===== src/hdl/ird_pkg.sv =====
/*
 * Package for the infrared remote-control frame decoder: timing constants,
 * frame layout, receiver states, register offsets and reset values.
 * Assumes a 50 MHz system clock and a 38 kHz internal sequencing tick.
 */
`default_nettype none
package ird_pkg;
    // Clock rates and documented times.
    localparam int CLK_HZ         = 50000000;
    localparam int OSC_HZ         = 38000;
    localparam int HOLD_MS        = 160;
    localparam int SHOT_MS        = 107;
    // Derived counts: clock cycles per oscillator tick, ticks per timeout.
    localparam int OSC_DIV_CYCLES = CLK_HZ / OSC_HZ;
    localparam int HOLD_TICKS_DEF = HOLD_MS * OSC_HZ / 1000;
    localparam int SHOT_TICKS_DEF = SHOT_MS * OSC_HZ / 1000;
    // Bit period and the idle time after which a lone first frame is dropped.
    localparam int BIT_TICKS      = 16;
    localparam int PAIR_GAP_DEF   = 64;
    localparam int FRAME_BITS     = 12;
    localparam int CNT_W          = 16;
    // Output group sizes.
    localparam int NUM_HOLD       = 6;
    localparam int NUM_SHOT       = 10;
    localparam int NUM_TOGGLE     = 2;
    // Variant encodings held in the control register.
    localparam logic [1:0] VAR_SMALL       = 2'h0;
    localparam logic [1:0] VAR_SMALL_TOG   = 2'h1;
    localparam logic [1:0] VAR_SMALL_CLEAR = 2'h2;
    localparam logic [1:0] VAR_LARGE       = 2'h3;
    // Register byte offsets.
    localparam logic [11:0] OFF_CTRL   = 12'h000;
    localparam logic [11:0] OFF_STATUS = 12'h004;
    localparam logic [11:0] OFF_OUTS   = 12'h008;
    localparam logic [11:0] OFF_COUNT  = 12'h00c;
    // Control register fields and reset values.
    localparam int CTRL_EN_BIT        = 0;
    localparam int CTRL_VAR_LSB       = 1;
    localparam logic       CTRL_EN_RST  = 1'b1;
    localparam logic [1:0] CTRL_VAR_RST = VAR_LARGE;

    // Frame layout, first bit received is the most significant.
    typedef struct packed {
        logic [2:0] code_bits;
        logic       hold_group;
        logic       first_shot_group;
        logic       second_shot_group;
        logic [5:0] key_select_lines;
    } ird_frame_type;

    // Decoded output set carried as one bundle.
    typedef struct packed {
        logic [NUM_TOGGLE-1:0] toggle_outputs;
        logic [NUM_SHOT-1:0]   oneshot_outputs;
        logic [NUM_HOLD-1:0]   hold_outputs;
    } ird_outs_type;

    typedef enum logic [1:0] {
        RX_IDLE,
        RX_START,
        RX_DATA,
        RX_STOP
    } ird_rx_state_type;
endpackage
`default_nettype wire


===== src/hdl/ird_decoder.sv =====
/*
 * Infrared remote-control frame decoder with an APB register slave.
 * Assumes RX_IN carries the demodulated frame (high while light is seen) and
 * CODE_PIN the two selectable code bits; both are asynchronous to REF_CLK.
 */
// Local design decisions: the APB interface to the registers and the address map.
`timescale 1ns/100ps
`default_nettype none
// Function
// - First frame of pair stored in shift register.
// - Repeat frame shifts out stored bit, compares.
// - First mismatch resets reception, outputs untouched.
// - Only full match makes command valid.
// - Bits sampled at bit period centre.
// - Latch strobe only when code bits agree.
// - Code mismatch: no strobe, outputs unchanged.
// - Small variant: first code bit fixed one.
// - Large variant: third code bit fixed one.
// - One-shot output high about 107 ms.
// - Hold output rises on strobe, stays meanwhile.
// - Hold output falls 160 ms after strobe.
// - Up to six hold outputs together.
// - Cyclic command inverts its toggle output.
// - Frame: code, group flags, six key lines.
// - Variant decides which keys are decoded.
// - Clearing variant: hold one/two clears toggle one.
// - All timing from a 38 kHz tick.
module ird_decoder #(
    parameter int OSC_DIV    = ird_pkg::OSC_DIV_CYCLES,
    parameter int HOLD_TICKS = ird_pkg::HOLD_TICKS_DEF,
    parameter int SHOT_TICKS = ird_pkg::SHOT_TICKS_DEF,
    parameter int PAIR_GAP   = ird_pkg::PAIR_GAP_DEF
) (
    input  wire logic        REF_CLK,
    input  wire logic        RST,
    input  wire logic        RX_IN,
    input  wire logic [1:0]  CODE_PIN,
    input  wire logic        PSEL,
    input  wire logic        PENABLE,
    input  wire logic        PWRITE,
    input  wire logic [11:0] PADDR,
    input  wire logic [31:0] PWDATA,
    output var  logic [31:0] PRDATA,
    output logic             PREADY,
    output logic             PSLVERR,
    output logic [5:0]       HOLD_OUT,
    output logic [9:0]       ONESHOT_OUT,
    output logic [1:0]       TOGGLE_OUT,
    output logic             LATCH_STROBE
);
    localparam int CW = ird_pkg::CNT_W;

    logic                       rx_meta_reg;
    logic                       rx_sync_reg;
    logic [1:0]                 code_meta_reg;
    logic [1:0]                 code_sync_reg;
    logic [CW-1:0]              div_cnt_reg;
    logic                       tick;
    ird_pkg::ird_rx_state_type  state_reg;
    logic [4:0]                 phase_reg;
    logic [3:0]                 bit_idx_reg;
    logic [11:0]                shift_reg;
    logic                       have_first_reg;
    logic [CW-1:0]              gap_cnt_reg;
    logic                       sample_en;
    logic                       last_bit;
    logic                       mismatch;
    logic                       check_ok;
    logic                       code_ok;
    logic [2:0]                 code_local;
    ird_pkg::ird_frame_type     cand;
    logic                       ctrl_en_reg;
    logic [1:0]                 variant_reg;
    logic [5:0]                 hold_mask;
    logic [9:0]                 shot_mask;
    logic [1:0]                 tog_mask;
    logic [5:0]                 key_idx;
    logic [5:0]                 hold_set;
    logic [9:0]                 shot_set;
    logic [1:0]                 tog_set;
    ird_pkg::ird_outs_type      outs;
    logic [5:0]                 hold_reg;
    logic [CW-1:0]              hold_cnt_reg;
    logic [9:0]                 shot_reg;
    logic [CW-1:0]              shot_cnt_reg [10];
    logic [1:0]                 tog_reg;
    logic                       tog_clear;
    logic [CW-1:0]              good_cnt_reg;
    logic [CW-1:0]              bad_cnt_reg;
    logic                       apb_setup;
    logic                       apb_write;
    logic                       hit_ctrl;
    logic                       hit_status;
    logic                       hit_outs;
    logic                       hit_count;
    logic                       hit_any;
    logic [31:0]                rd_mux;

    // Receive line and code pins pass two flip-flops before use.
    always_ff @(posedge REF_CLK or posedge RST) begin
        if (RST) begin
            rx_meta_reg   <= 1'b0;
            rx_sync_reg   <= 1'b0;
            code_meta_reg <= 2'h0;
            code_sync_reg <= 2'h0;
        end else begin
            rx_meta_reg   <= RX_IN;
            rx_sync_reg   <= rx_meta_reg;
            code_meta_reg <= CODE_PIN;
            code_sync_reg <= code_meta_reg;
        end
    end

    // Divider making the one-cycle sequencing tick.
    assign tick = (div_cnt_reg == CW'(OSC_DIV - 1));
    always_ff @(posedge REF_CLK or posedge RST) begin
        if (RST) begin
            div_cnt_reg <= '0;
        end else begin
            div_cnt_reg <= tick ? '0 : div_cnt_reg + 16'h0001;
        end
    end

    // Sampling strobe fires a bit and a half after the start edge, then once a bit.
    assign sample_en  = tick && (state_reg == ird_pkg::RX_DATA) &&
                        (phase_reg == 5'(ird_pkg::BIT_TICKS - 1));
    assign last_bit   = sample_en && (bit_idx_reg == 4'(ird_pkg::FRAME_BITS - 1));
    assign mismatch   = sample_en && have_first_reg && (shift_reg[11] != rx_sync_reg);
    assign check_ok   = last_bit && have_first_reg && !mismatch;
    assign cand       = ird_pkg::ird_frame_type'({shift_reg[10:0], rx_sync_reg});

    // Local code with the pulled-up bit depending on the variant.
    assign code_local = (variant_reg == ird_pkg::VAR_LARGE) ?
                        {code_sync_reg[1], code_sync_reg[0], 1'b1} :
                        {1'b1, code_sync_reg[1], code_sync_reg[0]};
    assign code_ok      = (cand.code_bits == code_local);
    assign LATCH_STROBE = check_ok && code_ok && ctrl_en_reg;

    // Frame receiver: start bit, twelve data bits, then wait for line idle.
    always_ff @(posedge REF_CLK or posedge RST) begin
        if (RST) begin
            state_reg      <= ird_pkg::RX_IDLE;
            phase_reg      <= '0;
            bit_idx_reg    <= '0;
            shift_reg      <= '0;
            have_first_reg <= 1'b0;
            gap_cnt_reg    <= '0;
        end else if (tick) begin
            phase_reg <= phase_reg + 5'h01;
            case (state_reg)
                ird_pkg::RX_IDLE: begin
                    phase_reg <= '0;
                    if (rx_sync_reg) begin
                        state_reg   <= ird_pkg::RX_START;
                        gap_cnt_reg <= '0;
                    end else if (have_first_reg) begin
                        gap_cnt_reg <= gap_cnt_reg + 16'h0001;
                        if (gap_cnt_reg == CW'(PAIR_GAP - 1)) begin
                            have_first_reg <= 1'b0;
                            shift_reg      <= '0;
                        end
                    end
                end
                ird_pkg::RX_START: begin
                    if (phase_reg == 5'(ird_pkg::BIT_TICKS / 2 - 1)) begin
                        phase_reg   <= '0;
                        bit_idx_reg <= '0;
                        state_reg   <= rx_sync_reg ? ird_pkg::RX_DATA : ird_pkg::RX_IDLE;
                    end
                end
                ird_pkg::RX_DATA: begin
                    if (sample_en) begin
                        phase_reg   <= '0;
                        bit_idx_reg <= bit_idx_reg + 4'h1;
                        shift_reg   <= {shift_reg[10:0], rx_sync_reg};
                        if (mismatch) begin
                            have_first_reg <= 1'b0;
                            shift_reg      <= '0;
                            state_reg      <= ird_pkg::RX_STOP;
                        end else if (last_bit) begin
                            have_first_reg <= !have_first_reg;
                            state_reg      <= ird_pkg::RX_STOP;
                        end
                    end
                end
                default: begin
                    phase_reg <= '0;
                    if (!rx_sync_reg) begin
                        state_reg <= ird_pkg::RX_IDLE;
                    end
                end
            endcase
        end
    end

    // Which outputs each variant decodes.
    assign hold_mask = (variant_reg == ird_pkg::VAR_LARGE) ? 6'h3f : 6'h1f;
    assign shot_mask = (variant_reg == ird_pkg::VAR_LARGE) ? 10'h3ff :
                       (variant_reg == ird_pkg::VAR_SMALL) ? 10'h01f : 10'h007;
    assign tog_mask  = (variant_reg == ird_pkg::VAR_SMALL) ? 2'h0 : 2'h3;

    // Group flag picks the output bank, key lines pick the index.
    // The first key line arrives first, so it sits at the top of the field; key_idx[0] is the first key.
    assign key_idx  = {cand.key_select_lines[0], cand.key_select_lines[1], cand.key_select_lines[2],
                       cand.key_select_lines[3], cand.key_select_lines[4], cand.key_select_lines[5]};
    assign hold_set = (LATCH_STROBE && cand.hold_group) ?
                      (key_idx & hold_mask) : 6'h00;
    assign shot_set = LATCH_STROBE ? ({(cand.second_shot_group ? key_idx[3:0] : 4'h0),
                                       (cand.first_shot_group ? key_idx : 6'h00)}
                                      & shot_mask) : 10'h000;
    assign tog_set  = (LATCH_STROBE && cand.second_shot_group) ?
                      (key_idx[5:4] & tog_mask) : 2'h0;
    assign tog_clear = (variant_reg == ird_pkg::VAR_SMALL_CLEAR) && (hold_reg[0] || hold_reg[1]);

    // Hold bank: set by strobes, dropped together after the hold time.
    always_ff @(posedge REF_CLK or posedge RST) begin
        if (RST) begin
            hold_reg     <= '0;
            hold_cnt_reg <= '0;
        end else if (hold_set != 6'h00) begin
            hold_reg     <= hold_reg | hold_set;
            hold_cnt_reg <= CW'(HOLD_TICKS);
        end else if (tick && (hold_cnt_reg != '0)) begin
            hold_cnt_reg <= hold_cnt_reg - 16'h0001;
            if (hold_cnt_reg == 16'h0001) begin
                hold_reg <= '0;
            end
        end
    end

    // One-shot bank: a running pulse is not stretched by later frames.
    always_ff @(posedge REF_CLK or posedge RST) begin
        if (RST) begin
            shot_reg <= '0;
            for (int i = 0; i < 10; i++) begin
                shot_cnt_reg[i] <= '0;
            end
        end else begin
            for (int i = 0; i < 10; i++) begin
                if (shot_set[i] && !shot_reg[i]) begin
                    shot_reg[i]     <= 1'b1;
                    shot_cnt_reg[i] <= CW'(SHOT_TICKS);
                end else if (tick && (shot_cnt_reg[i] != '0)) begin
                    shot_cnt_reg[i] <= shot_cnt_reg[i] - 16'h0001;
                    if (shot_cnt_reg[i] == 16'h0001) begin
                        shot_reg[i] <= 1'b0;
                    end
                end
            end
        end
    end

    // Toggle bank, with the forced clear of the first toggle taking priority.
    always_ff @(posedge REF_CLK or posedge RST) begin
        if (RST) begin
            tog_reg <= '0;
        end else begin
            tog_reg <= (tog_reg ^ tog_set) & {1'b1, !tog_clear};
        end
    end

    assign outs.hold_outputs    = hold_reg;
    assign outs.oneshot_outputs = shot_reg;
    assign outs.toggle_outputs  = tog_reg;
    assign HOLD_OUT    = outs.hold_outputs;
    assign ONESHOT_OUT = outs.oneshot_outputs;
    assign TOGGLE_OUT  = outs.toggle_outputs;

    // Counters of accepted strobes and of rejected repeat frames.
    always_ff @(posedge REF_CLK or posedge RST) begin
        if (RST) begin
            good_cnt_reg <= '0;
            bad_cnt_reg  <= '0;
        end else begin
            if (LATCH_STROBE) begin
                good_cnt_reg <= good_cnt_reg + 16'h0001;
            end
            if (mismatch || (check_ok && !code_ok)) begin
                bad_cnt_reg <= bad_cnt_reg + 16'h0001;
            end
        end
    end

    // APB decode; every access completes with no wait state.
    assign apb_setup  = PSEL && !PENABLE;
    assign apb_write  = PSEL && PENABLE && PWRITE;
    assign hit_ctrl   = (PADDR == ird_pkg::OFF_CTRL);
    assign hit_status = (PADDR == ird_pkg::OFF_STATUS);
    assign hit_outs   = (PADDR == ird_pkg::OFF_OUTS);
    assign hit_count  = (PADDR == ird_pkg::OFF_COUNT);
    assign hit_any    = hit_ctrl || hit_status || hit_outs || hit_count;
    assign PREADY     = 1'b1;
    assign PSLVERR    = PSEL && PENABLE && !hit_any;
    assign rd_mux = hit_ctrl   ? {29'h0, variant_reg, ctrl_en_reg} :
                    hit_status ? {25'h0, code_local, 2'h0,
                                  (state_reg != ird_pkg::RX_IDLE), have_first_reg} :
                    hit_outs   ? {14'h0, outs} :
                    hit_count  ? {bad_cnt_reg, good_cnt_reg} : 32'h0000_0000;

    // Control register write in the access cycle, read data capture in the setup cycle.
    always_ff @(posedge REF_CLK or posedge RST) begin
        if (RST) begin
            ctrl_en_reg <= ird_pkg::CTRL_EN_RST;
            variant_reg <= ird_pkg::CTRL_VAR_RST;
            PRDATA      <= '0;
        end else begin
            if (apb_write && hit_ctrl) begin
                ctrl_en_reg <= PWDATA[ird_pkg::CTRL_EN_BIT];
                variant_reg <= PWDATA[ird_pkg::CTRL_VAR_LSB +: 2];
            end
            if (apb_setup) begin
                PRDATA <= rd_mux;
            end
        end
    end
endmodule
`default_nettype wire


===== config.mk =====
export PLATFORM = sky130hd
export DESIGN_NAME = ird_decoder
export DESIGN_NICKNAME = d
export VERILOG_FILES = /design/src/hdl/ird_pkg.sv /design/src/hdl/ird_decoder.sv
export SDC_FILE = /design/constraint.sdc
export NUM_CORES = 1
export LEC_CHECK = 0
export BUFFER_PORTS_ARGS = -buffer_cell sky130_fd_sc_hd__buf_4
export CORE_MARGIN = 8
export CORE_UTILIZATION = 60
export DETAILED_ROUTE_END_ITERATION = 16
export MAX_ROUTING_LAYER = met4
export PLACE_DENSITY = 0.84
export SKIP_CTS_REPAIR_TIMING = 1
export SLEW_MARGIN = 20
export SYNTH_ARGS = -nofsm -noshare
export SYNTH_HDL_FRONTEND = slang
export SYNTH_SLANG_ARGS = --single-unit

===== constraint.sdc =====
create_clock -name REF_CLK -period 32.1 [get_ports REF_CLK]
set_input_delay 9.63 -clock REF_CLK [delete_from_list [all_inputs] [get_ports REF_CLK]]
set_output_delay 9.63 -clock REF_CLK [all_outputs]
set_load 0.005 [all_outputs]

* Yosys cells after proc, flatten, opt, wreduce, memory -nomap -nowiden
Cells that the tools add are included.
** Storage, ports and cells
- Register bits after elaboration :: 323
- Bits of input ports :: 52
- Output and inout port bits :: 53
** Cells by class
- $add $sub $neg :: 17
- Equal/unequal tests :: 33
- Mux-type cells :: 99
- Bitwise operators :: 6
- Reduce and logical (&&, ||, !) cells :: 117
** Operators with widths (number)
- 16-bit 2-to-1 mux :: 25
- 16-bit by 1-bit equality test with 1-bit output, second input constant :: 11
- 16-bit nonzero test :: 11
- 16-bit by 1-bit subtractor with 16-bit output, second input constant :: 11
- 32-bit 2-to-1 mux :: 4
- 16-bit by 1-bit adder with 16-bit output, second input constant :: 4
- 12-bit 2-to-1 mux :: 5
- 2-bit nonzero test :: 26
- 1-bit logical AND :: 39
- 1-bit 2-to-1 mux :: 36
- 6-bit 2-to-1 mux :: 6
- 12-bit by 4-bit equality test with 1-bit output, second input constant :: 2
- 12-bit one-hot mux with 2 select lines :: 1
- 2-bit AND reduction :: 11
- 10-bit 2-to-1 mux :: 2
- 2-bit 2-to-1 mux :: 9
- 16-bit by 11-bit equality test with 1-bit output, second input constant :: 1
- 16-bit by 6-bit equality test with 1-bit output, second input constant :: 1
- 1-bit logical NOT :: 16
- 5-bit 2-to-1 mux :: 3
- 12-bit by 3-bit equality test with 1-bit output, second input constant :: 1
- 12-bit logical NOT :: 1
- 4-bit 2-to-1 mux :: 3
- 2-bit inequality test, second input constant :: 6
- other kinds (28) :: 37

* Depth between registers and ports, before layout
Gate-level depths: netlist of run 1.
- Depth in word-level cells :: 14
- Gate-level depth with buffers :: 11

* Least setup slack after synthesis of run 1
No wires, ideal clock.
- Kind :: in2out
- From :: in PADDR[7]
- To :: out PSLVERR
- Arrival :: 10.422 ns
- Required time :: 22.470 ns
- Slack :: 12.048 ns
- Stages on the path :: 3
- Cells stage by stage :: nor4_1 > nand3_1 > and3_1
** On the way
- Longest elaborated chain between the ends :: 6
** RTL lines
- from (decl) :: RTL line ird_decoder.sv:41 : input wire logic [11:0] PADDR,
- 12-bit by 3-bit equality test with 1-bit output or 12-bit logical NOT (tied branches) :: RTL line ird_decoder.sv:288, ird_decoder.sv:287
- 1-bit logical OR (2 in a row) :: RTL line ird_decoder.sv:291 : assign hit_any = hit_ctrl || hit_status || hit_outs || hit_count;
- 1-bit logical OR * :: RTL line ird_decoder.sv:291
- 1-bit logical NOT * :: RTL line ird_decoder.sv:293 : assign PSLVERR = PSEL && PENABLE && !hit_any;
- 1-bit logical AND * :: RTL line ird_decoder.sv:293
- to (decl) :: RTL line ird_decoder.sv:45 : output logic PSLVERR,
Mark *: on every way between the ends. The rest lies on a longest branch, timed or not.

* Worst setup path in the final report of run 1
Same ends and word-level chain as after synthesis.

==> impl_metrics.prom, run 1 <==
# TYPE chip_impl_metric gauge
chip_impl_info{name="status",value="finished clean"} 1
chip_impl_metric{name="maxSlewViolCount",unit=""} 0
chip_impl_metric{name="buffer_ports.inserted",unit=""} 74
chip_impl_info{name="most_common_cell_after_layout_fill_and_taps_aside",value="dfrtp_1"} 1
chip_impl_metric{name="setup_tns",unit="ns"} 0
chip_impl_metric{name="worst_hold_margin",unit="ns"} 0.346
chip_impl_metric{name="grt_antenna_before_repair",unit=""} 0
chip_impl_metric{name="post_synthesis_area_per_instance",unit="µm²"} 9.68
chip_impl_metric{name="detail_route.wl_per_cell",unit="µm"} 17.0
chip_impl_metric{name="grt.overflow.total",unit=""} 0
chip_impl_metric{name="combPwrFrac",unit=""} 0.017
chip_impl_metric{name="totalPowerFinal",unit="mW"} 0.831
chip_impl_metric{name="finalInstanceArea",unit="µm²"} 18300
chip_impl_metric{name="place_worst_setup_slack",unit="ns"} 11.60
chip_impl_metric{name="detailedRoute.firstIterationViolations",unit=""} 981
chip_impl_metric{name="grt_first_pass_wirelength",unit="µm"} 60900
chip_impl_metric{name="clk_pin_slew_worst_setup_hold_paths",unit="ns"} 0.05
chip_impl_metric{name="placedInstanceArea",unit="µm²"} 17100
chip_impl_metric{name="worst_ir_drop_vdd",unit="V"} 0.0000373
chip_impl_metric{name="io_pins",unit=""} 105
chip_impl_metric{name="num_antenna_cells",unit=""} 0
chip_impl_metric{name="grt_usage",unit=""} 0.226
chip_impl_metric{name="synthesis.instances",unit=""} 1677
chip_impl_info{name="holdCritPathClass",value="flop to flop"} 1
chip_impl_metric{name="final_critical_path_setup_slack",unit="ns"} 11.61
chip_impl_metric{name="final_cell_count_no_fill",unit=""} 2112
chip_impl_metric{name="multi_input_comb_area",unit="µm²"} 7700
chip_impl_info{name="criticalPathCategory",value="input port to output pin"} 1
chip_impl_metric{name="util_after_layout",unit=""} 0.684
chip_impl_metric{name="clock_path_buffers",unit=""} 3
chip_impl_metric{name="clock-skew-final",unit="ns"} 0.0125
chip_impl_metric{name="ys_types",unit=""} 67
chip_impl_metric{name="cts_inserted_buffers",unit=""} 35
chip_impl_info{name="worst_setup_path_end_kind",value="output pin"} 1
chip_impl_metric{name="ys_ff_latch",unit=""} 323
chip_impl_metric{name="cp_max_fo",unit=""} 8
chip_impl_metric{name="power.share.clock",unit=""} 0.492
chip_impl_metric{name="initial_core_util",unit=""} 0.607
chip_impl_metric{name="worst_r2r_path_depth",unit=""} 7
chip_impl_metric{name="timing.fmax",unit="MHz"} 48.8
chip_impl_metric{name="final-setup-viol-count",unit=""} 0
chip_impl_metric{name="yosys_warnings",unit=""} 0
chip_impl_metric{name="final_cycle_share",unit=""} 0.638
chip_impl_metric{name="internal_power",unit="mW"} 0.660
chip_impl_metric{name="drive_above_1_share",unit=""} 0.102
chip_impl_metric{name="critPathRequiredTime",unit="ns"} 22.47
chip_impl_metric{name="synth.net_count",unit=""} 1765
chip_impl_metric{name="final-seq-area",unit="µm²"} 8090
chip_impl_metric{name="post-route-min-period",unit="ns"} 20.49
chip_impl_metric{name="dieHeight",unit="µm"} 180
chip_impl_metric{name="row_count",unit=""} 60
chip_impl_metric{name="place_hpwl",unit="µm"} 24500
chip_impl_metric{name="power.share.switching",unit=""} 0.207
chip_impl_metric{name="grt_pass1_vias",unit=""} 12440
chip_impl_info{name="ys_top_cells_by_area",value="dfrtp_1 49%, xor2_1 5.9%, xnor2_1 5.6%"} 1
chip_impl_metric{name="avgViaCountPerCell",unit=""} 5.93
chip_impl_metric{name="synth_top_area_frac",unit=""} 0.493
chip_impl_metric{name="synth-seq-area-share",unit=""} 0.498
chip_impl_info{name="layout_common_cells",value="320 x dfrtp_1, 238 x nand2_1, 200 x nor2_1"} 1
chip_impl_info{name="hp-start",value="rx_meta_reg"} 1
chip_impl_metric{name="drt-pass1-iter-count",unit=""} 5
chip_impl_metric{name="place_inst",unit=""} 2052
chip_impl_info{name="critical_path.reg2reg.startpoint",value="variant_reg[0]"} 1
chip_impl_info{name="timing.rr.end",value="shot_cnt_reg[158]"} 1
chip_impl_metric{name="report.final.hold_viol_count",unit=""} 0
chip_impl_metric{name="timing.max_slew.rel_slack",unit=""} 0.288
chip_impl_metric{name="cellPowerDensity",unit="nW/µm²"} 45.5
chip_impl_metric{name="worst_ep_arrival_time",unit="ns"} 10.86
chip_impl_metric{name="synthArstFlopShare",unit=""} 1.00
chip_impl_metric{name="postRouteWirelength",unit="µm"} 35800
chip_impl_metric{name="syn_area",unit="µm²"} 16200
chip_impl_metric{name="worst-slew-pin-transition",unit="ns"} 1.06
chip_impl_metric{name="synth_enable_flop_cells",unit=""} 0
chip_impl_info{name="timing.hold.worst_endpoint",value="rx_sync_reg"} 1
chip_impl_metric{name="whs_path_depth",unit=""} 0
chip_impl_metric{name="ant_nets",unit=""} 0
chip_impl_metric{name="net-switching-power",unit="mW"} 0.172
chip_impl_info{name="rsz0062_at_grt",value="false"} 1
chip_impl_metric{name="power_frac_seq",unit=""} 0.491
chip_impl_metric{name="h-tree-depth",unit=""} 2
chip_impl_metric{name="reg2reg_setup_slack",unit="ns"} 28.91
chip_impl_metric{name="die_area",unit="µm²"} 32600
chip_impl_metric{name="n_fill_cell",unit=""} 1906
chip_impl_metric{name="grt_start_max_net_pins",unit=""} 119
chip_impl_metric{name="drcViolationCount",unit=""} 0
chip_impl_metric{name="layout.nets",unit=""} 1836
chip_impl_info{name="synth-main-ff-cell",value="dfrtp_1"} 1
chip_impl_metric{name="num_vias",unit=""} 12533
chip_impl_metric{name="place.gp.congestion",unit=""} 0.870
chip_impl_info{name="yosysTopAreaCell",value="dfrtp_1"} 1
chip_impl_metric{name="largest_register_ff_count",unit=""} 160
chip_impl_metric{name="area_delta_synth_final",unit="%"} 12.6
chip_impl_info{name="cts_root_buffer",value="clkbuf_16"} 1
chip_impl_metric{name="cts_sinks",unit=""} 323
chip_impl_metric{name="leakage_component_of_the_power",unit="nW"} 9.17
chip_impl_info{name="startpoint_type",value="input port"} 1
chip_impl_metric{name="core_region_area",unit="µm²"} 26700
chip_impl_metric{name="floorplan.die.width",unit="µm"} 180
chip_impl_info{name="tritoncts",value="done"} 1
chip_impl_metric{name="clk-insertion-delay-late",unit="ns"} 0.51
chip_impl_metric{name="max_cap_violations",unit=""} 0
-- per-layer routing --
layer  track usage  vias to the layer above  wire length [µm]  share of wire
li1              -                     5907                 -              -
met1         0.287                     6207             15500           0.43
met2         0.369                      355             17500           0.49
met3        0.0373                       64              2040          0.057
met4        0.0642                        0               772          0.022
met5             -                        -                 0              0
-- layout make-up --
type / count / area share
flip-flops and latches: 323 / 0.442
clock inverters: 9 / 0.00568
repair buffers: 84 / 0.0347
well taps: 341 / 0.0233
multi-input cells: 1240 / 0.421
clock buffers: 51 / 0.0590
inverters: 64 / 0.0136
-- synth_stat cells, types with 34 or more instances --
cell and instances:
xnor2_1 103, nor2_1 200, nand2_1 238, nor3_1 74, dfrtp_1 320, nand3_1 63
xor2_1 110, nor4_1 54, nand4_1 34, ha_1 36, inv_1 64, o21ai_0 51
-- worst max-delay path, cell delays in order --
cell     delay (ns)
buf_4          0.11
nor4_1         0.38
nand3_1        0.32
and3_1         0.28
buf_4          0.13
-- worst max path at each step --
stage,depth (start not counted),from,to
after detailed placement,5,PADDR[7],PSLVERR
after CTS,5,PADDR[7],PSLVERR
final,5,PADDR[7],PSLVERR
after global routing,5,PADDR[7],PSLVERR
after floorplan,3,PADDR[7],PSLVERR
after global placement,5,PADDR[7],PSLVERR
-- kinds of logic (layout without fill, tap and decap cells) --
logic type | count (synthesis) | count (layout) | share of synthesized area
AOI/OAI and AO/OA | 137 | 137 | 0.0573
and+or+nand+nor | 816 | 816 | 0.250
buffers and inverters | 114 | 208 | 0.0280
xor gates and xnor gates | 213 | 213 | 0.115
muxes | 37 | 37 | 0.0240
DFF | 323 | 323 | 0.498
adders and majority gates | 36 | 36 | 0.0277
other | 1 | 1 | 0.000231
-- power by group through the flow --
| stage | Sequential (mW) | Combinational [mW] | Clock (mW) |
|---|---|---|---|
| after floorplan | 0.415 | 0.00928 | 0 |
| after global routing | 0.408 | 0.0163 | 0.431 |
| after global placement | 0.416 | 0.0143 | 0 |
| after detailed placement | 0.416 | 0.0147 | 0 |
| final | 0.408 | 0.0141 | 0.409 |
| after CTS | 0.408 | 0.0147 | 0.415 |
Power figures use the tool's default switching activity.
==> run 2: changes to the inputs <==
--- a/config.mk
+++ b/config.mk
@@ -5,6 +5,7 @@
 export SDC_FILE = /design/constraint.sdc
 export NUM_CORES = 1
 export LEC_CHECK = 0
+export ABC_AREA = 1
 export BUFFER_PORTS_ARGS = -buffer_cell sky130_fd_sc_hd__buf_4
 export CORE_MARGIN = 8
 export CORE_UTILIZATION = 60
==> constraint.sdc (replaced) <==
create_clock -name REF_CLK -period 21.2 [get_ports REF_CLK]
set_input_delay 6.36 -clock REF_CLK [delete_from_list [all_inputs] [get_ports REF_CLK]]
set_output_delay 6.36 -clock REF_CLK [all_outputs]
set_load 0.005 [all_outputs]
==> run 2 against run 1 <==
Compared with the run above: sequential power increased by 51%; total power up 55%; via count is 31% higher; clock skew increased by 0.020 ns; die area rose by 12%; synthesized area grew 14%; largest cell class is now multi-input gates; largest power group unchanged.
==> impl_metrics.prom, run 2 <==
# TYPE chip_impl_metric gauge
chip_impl_metric{name="report.final.hold_viol_count",unit=""} 0
chip_impl_metric{name="place.gp.congestion",unit=""} 0.946
chip_impl_info{name="holdCritPathClass",value="flop to flop"} 1
chip_impl_metric{name="layout.nets",unit=""} 2545
chip_impl_metric{name="drcViolationCount",unit=""} 0
chip_impl_metric{name="postRouteWirelength",unit="µm"} 45900
chip_impl_info{name="rsz0062_at_grt",value="false"} 1
chip_impl_metric{name="final-setup-viol-count",unit=""} 0
chip_impl_metric{name="synthArstFlopShare",unit=""} 1.00
chip_impl_info{name="ys_top_cells_by_area",value="dfrtp_1 43%, nand2_1 9.4%, inv_1 7.0%"} 1
chip_impl_metric{name="initial_core_util",unit=""} 0.606
chip_impl_metric{name="grt_start_max_net_pins",unit=""} 136
chip_impl_metric{name="cp_max_fo",unit=""} 9
chip_impl_metric{name="grt_pass1_vias",unit=""} 15853
chip_impl_metric{name="drt-pass1-iter-count",unit=""} 7
chip_impl_metric{name="crit_path_max_incr_delay",unit="ns"} 0.44
chip_impl_info{name="status",value="finished clean"} 1
chip_impl_metric{name="buffer_ports.inserted",unit=""} 74
chip_impl_metric{name="worst_hold_margin",unit="ns"} 0.351
chip_impl_info{name="largest_family_of_logic_cells_by_synthesized_area",value="simple AND/OR/NAND/NOR gates"} 1
chip_impl_metric{name="worst-slew-pin-transition",unit="ns"} 0.955
chip_impl_metric{name="yosys_warnings",unit=""} 0
chip_impl_metric{name="cts_sinks",unit=""} 323
chip_impl_metric{name="finalInstanceArea",unit="µm²"} 20600
chip_impl_metric{name="timing.critical_path.depth",unit=""} 8
chip_impl_metric{name="ys_ff_latch",unit=""} 323
chip_impl_metric{name="grt.overflow.total",unit=""} 0
chip_impl_metric{name="synthesized_area_fraction_occupied_by_ao_oa_aoi_and_oai_cells",unit=""} 0.0783
chip_impl_metric{name="maxSlewViolCount",unit=""} 0
chip_impl_metric{name="max_cap_violations",unit=""} 0
chip_impl_metric{name="leakage_component_of_the_power",unit="nW"} 10.9
chip_impl_metric{name="clock-skew-final",unit="ns"} 0.0325
chip_impl_info{name="cts_root_buffer",value="clkbuf_16"} 1
chip_impl_metric{name="floorplan.die.width",unit="µm"} 191
chip_impl_metric{name="synth_enable_flop_cells",unit=""} 0
chip_impl_metric{name="clk-insertion-delay-late",unit="ns"} 0.53
chip_impl_metric{name="xor_xnor_share_of_the_synthesized_area",unit=""} 0.0494
chip_impl_metric{name="setup_tns",unit="ns"} 0
chip_impl_metric{name="clock_path_buffers",unit=""} 3
chip_impl_metric{name="detail_route.wl_per_cell",unit="µm"} 15.9
chip_impl_metric{name="h-tree-depth",unit=""} 2
chip_impl_metric{name="num_antenna_cells",unit=""} 0
chip_impl_info{name="tritoncts",value="done"} 1
chip_impl_metric{name="synth_adder_area_share",unit=""} 0.0244
chip_impl_metric{name="reg2reg_setup_slack",unit="ns"} 18.01
chip_impl_metric{name="ys_types",unit=""} 62
chip_impl_metric{name="combPwrFrac",unit=""} 0.016
chip_impl_metric{name="grt_usage",unit=""} 0.257
chip_impl_metric{name="grt_first_pass_wirelength",unit="µm"} 76400
chip_impl_info{name="startpoint_type",value="input port"} 1
chip_impl_metric{name="avgViaCountPerCell",unit=""} 5.70
chip_impl_metric{name="synth_simple_gate_area_share",unit=""} 0.323
chip_impl_info{name="worst_setup_path_end_kind",value="output pin"} 1
chip_impl_metric{name="clk_pin_slew_worst_setup_hold_paths",unit="ns"} 0.06
chip_impl_metric{name="n_fill_cell",unit=""} 2407
chip_impl_metric{name="worst_ir_drop_vdd",unit="V"} 0.0000429
chip_impl_metric{name="synthesis.instances",unit=""} 2375
chip_impl_info{name="yosysMostFrequentCell",value="nand2_1"} 1
chip_impl_info{name="timing.critical_path.max_delay_family",value="simple AND/OR/NAND/NOR gates"} 1
chip_impl_metric{name="syn_area",unit="µm²"} 18500
chip_impl_metric{name="io_pins",unit=""} 105
chip_impl_metric{name="timing.fmax",unit="MHz"} 71.4
chip_impl_metric{name="power.share.switching",unit=""} 0.213
chip_impl_metric{name="net-switching-power",unit="mW"} 0.274
chip_impl_metric{name="dieHeight",unit="µm"} 191
chip_impl_info{name="crit_path_top_delay_cell",value="nor2_1"} 1
chip_impl_metric{name="synth_top_area_frac",unit=""} 0.434
chip_impl_metric{name="drive_above_1_share",unit=""} 0.0966
chip_impl_metric{name="die_area",unit="µm²"} 36600
chip_impl_metric{name="timing.max_slew.rel_slack",unit=""} 0.364
chip_impl_info{name="layout_common_cells",value="464 x nand2_1, 342 x inv_1, 320 x dfrtp_1"} 1
chip_impl_metric{name="detailedRoute.firstIterationViolations",unit=""} 1316
chip_impl_metric{name="critical_path_buf_inv_count",unit=""} 2
chip_impl_metric{name="post_synthesis_area_per_instance",unit="µm²"} 7.77
chip_impl_metric{name="placedInstanceArea",unit="µm²"} 19300
chip_impl_metric{name="row_count",unit=""} 64
chip_impl_metric{name="final_cycle_share",unit=""} 0.661
chip_impl_info{name="criticalPathCategory",value="input port to output pin"} 1
chip_impl_metric{name="power_frac_seq",unit=""} 0.481
chip_impl_metric{name="largest_register_ff_count",unit=""} 160
chip_impl_info{name="yosysTopAreaCell",value="dfrtp_1"} 1
chip_impl_metric{name="core_region_area",unit="µm²"} 30400
chip_impl_metric{name="cellPowerDensity",unit="nW/µm²"} 62.4
chip_impl_metric{name="worst_r2r_path_depth",unit=""} 13
chip_impl_metric{name="area_delta_synth_final",unit="%"} 11.5
chip_impl_metric{name="critPathRequiredTime",unit="ns"} 14.84
chip_impl_metric{name="worst_ep_arrival_time",unit="ns"} 7.65
chip_impl_info{name="path_cells",value="buf_4 > nor2_1 > nand2_1 > nor2_1 > nand2_1 > nand3_1 > a21oi_1 > buf_4"} 1
chip_impl_metric{name="ant_nets",unit=""} 0
chip_impl_metric{name="cts_inserted_buffers",unit=""} 36
chip_impl_metric{name="place_hpwl",unit="µm"} 32500
chip_impl_metric{name="internal_power",unit="mW"} 1.01
chip_impl_info{name="most_common_cell_after_layout_fill_and_taps_aside",value="nand2_1"} 1
chip_impl_metric{name="post-route-min-period",unit="ns"} 14.01
chip_impl_metric{name="fraction_of_synthesized_area_in_multiplexers",unit=""} 0.00183
chip_impl_metric{name="synth-seq-area-share",unit=""} 0.438
chip_impl_metric{name="whs_path_depth",unit=""} 0
chip_impl_metric{name="power.share.clock",unit=""} 0.502
chip_impl_info{name="synth.cells.most_frequent",value="464 x nand2_1, 344 x inv_1, 320 x dfrtp_1"} 1
chip_impl_metric{name="num_vias",unit=""} 16416
chip_impl_metric{name="grt_antenna_before_repair",unit=""} 0
chip_impl_info{name="synth-main-ff-cell",value="dfrtp_1"} 1
chip_impl_metric{name="synth.net_count",unit=""} 2463
[run 2: path summary, 6_finish.rpt]
| check | start | to |
|---|---|---|
| setup reg to reg | div_cnt_reg[0] | shot_cnt_reg[154] |
| min in group asynchronous | RST | hold_cnt_reg[15] |
| hold / removal | rx_meta_reg | rx_sync_reg |
| hold reg to reg | rx_meta_reg | rx_sync_reg |
| max in group asynchronous | RST | shot_cnt_reg[8] |
| setup / recovery | PADDR[9] | PSLVERR |
[run 2: cell type report]
class	instances	area (µm²)	area share
clock inverter	17	211	0.0103
inverter	359	1370	0.0667
multi-input combinational	1660	8810	0.428
sequential	323	8090	0.393
timing repair buffer	77	578	0.0281
clock buffer	48	1020	0.0495
tap	396	495	0.0241
[run 2: logic make-up after synthesis]
logic type      Yosys count
mux                       3
xor+xnor                104
flops                   323
other cells               1
simple gates           1262
fa+ha+maj                36
compound gates          254
buf+inv                 392
[run 2: per-layer routing]
metal | track usage | up-vias | wire, µm
li1 | - | 7890 | -
met1 | 0.332 | 7796 | 19500
met2 | 0.416 | 636 | 22000
met3 | 0.0368 | 94 | 3270
met4 | 0.0770 | 0 | 1170
met5 | - | - | 0
[run 2: worst register-to-register path, cell delays in order, from the launching register on]
cell and delay, ns:
dfrtp_1 0.42, inv_1 0.09, ha_1 0.20, nand2_1 0.08
nor2_1 0.12, nand2_2 0.27, inv_2 0.65, nand2_1 0.39
inv_1 0.25, nand3_1 0.14, nor2_1 0.17, nand2_1 0.09
o21ai_1 0.12, nand3_1 0.07
[run 2: power by group through the flow]
stage	sequential [mW]	combinational, mW	clock (mW)
4_1_cts	0.618	0.0219	0.652
3_3_place_gp	0.630	0.0214	0
2_1_floorplan	0.629	0.0132	0
6_report	0.618	0.0211	0.645
5_1_grt	0.618	0.0247	0.680
3_5_place_dp	0.630	0.0218	0
[run 2: stage by stage]
step	utilization	instances	worst slack, ns	power (mW)
final	0.676	2880	7.19	1.28
after global routing	0.676	2880	7.08	1.32
after CTS	0.676	2880	7.21	1.29
after detailed placement	0.635	2815	7.25	0.651
after global placement	0.635	2815	7.30	0.651
after floorplan	-	2375	5.90	0.642
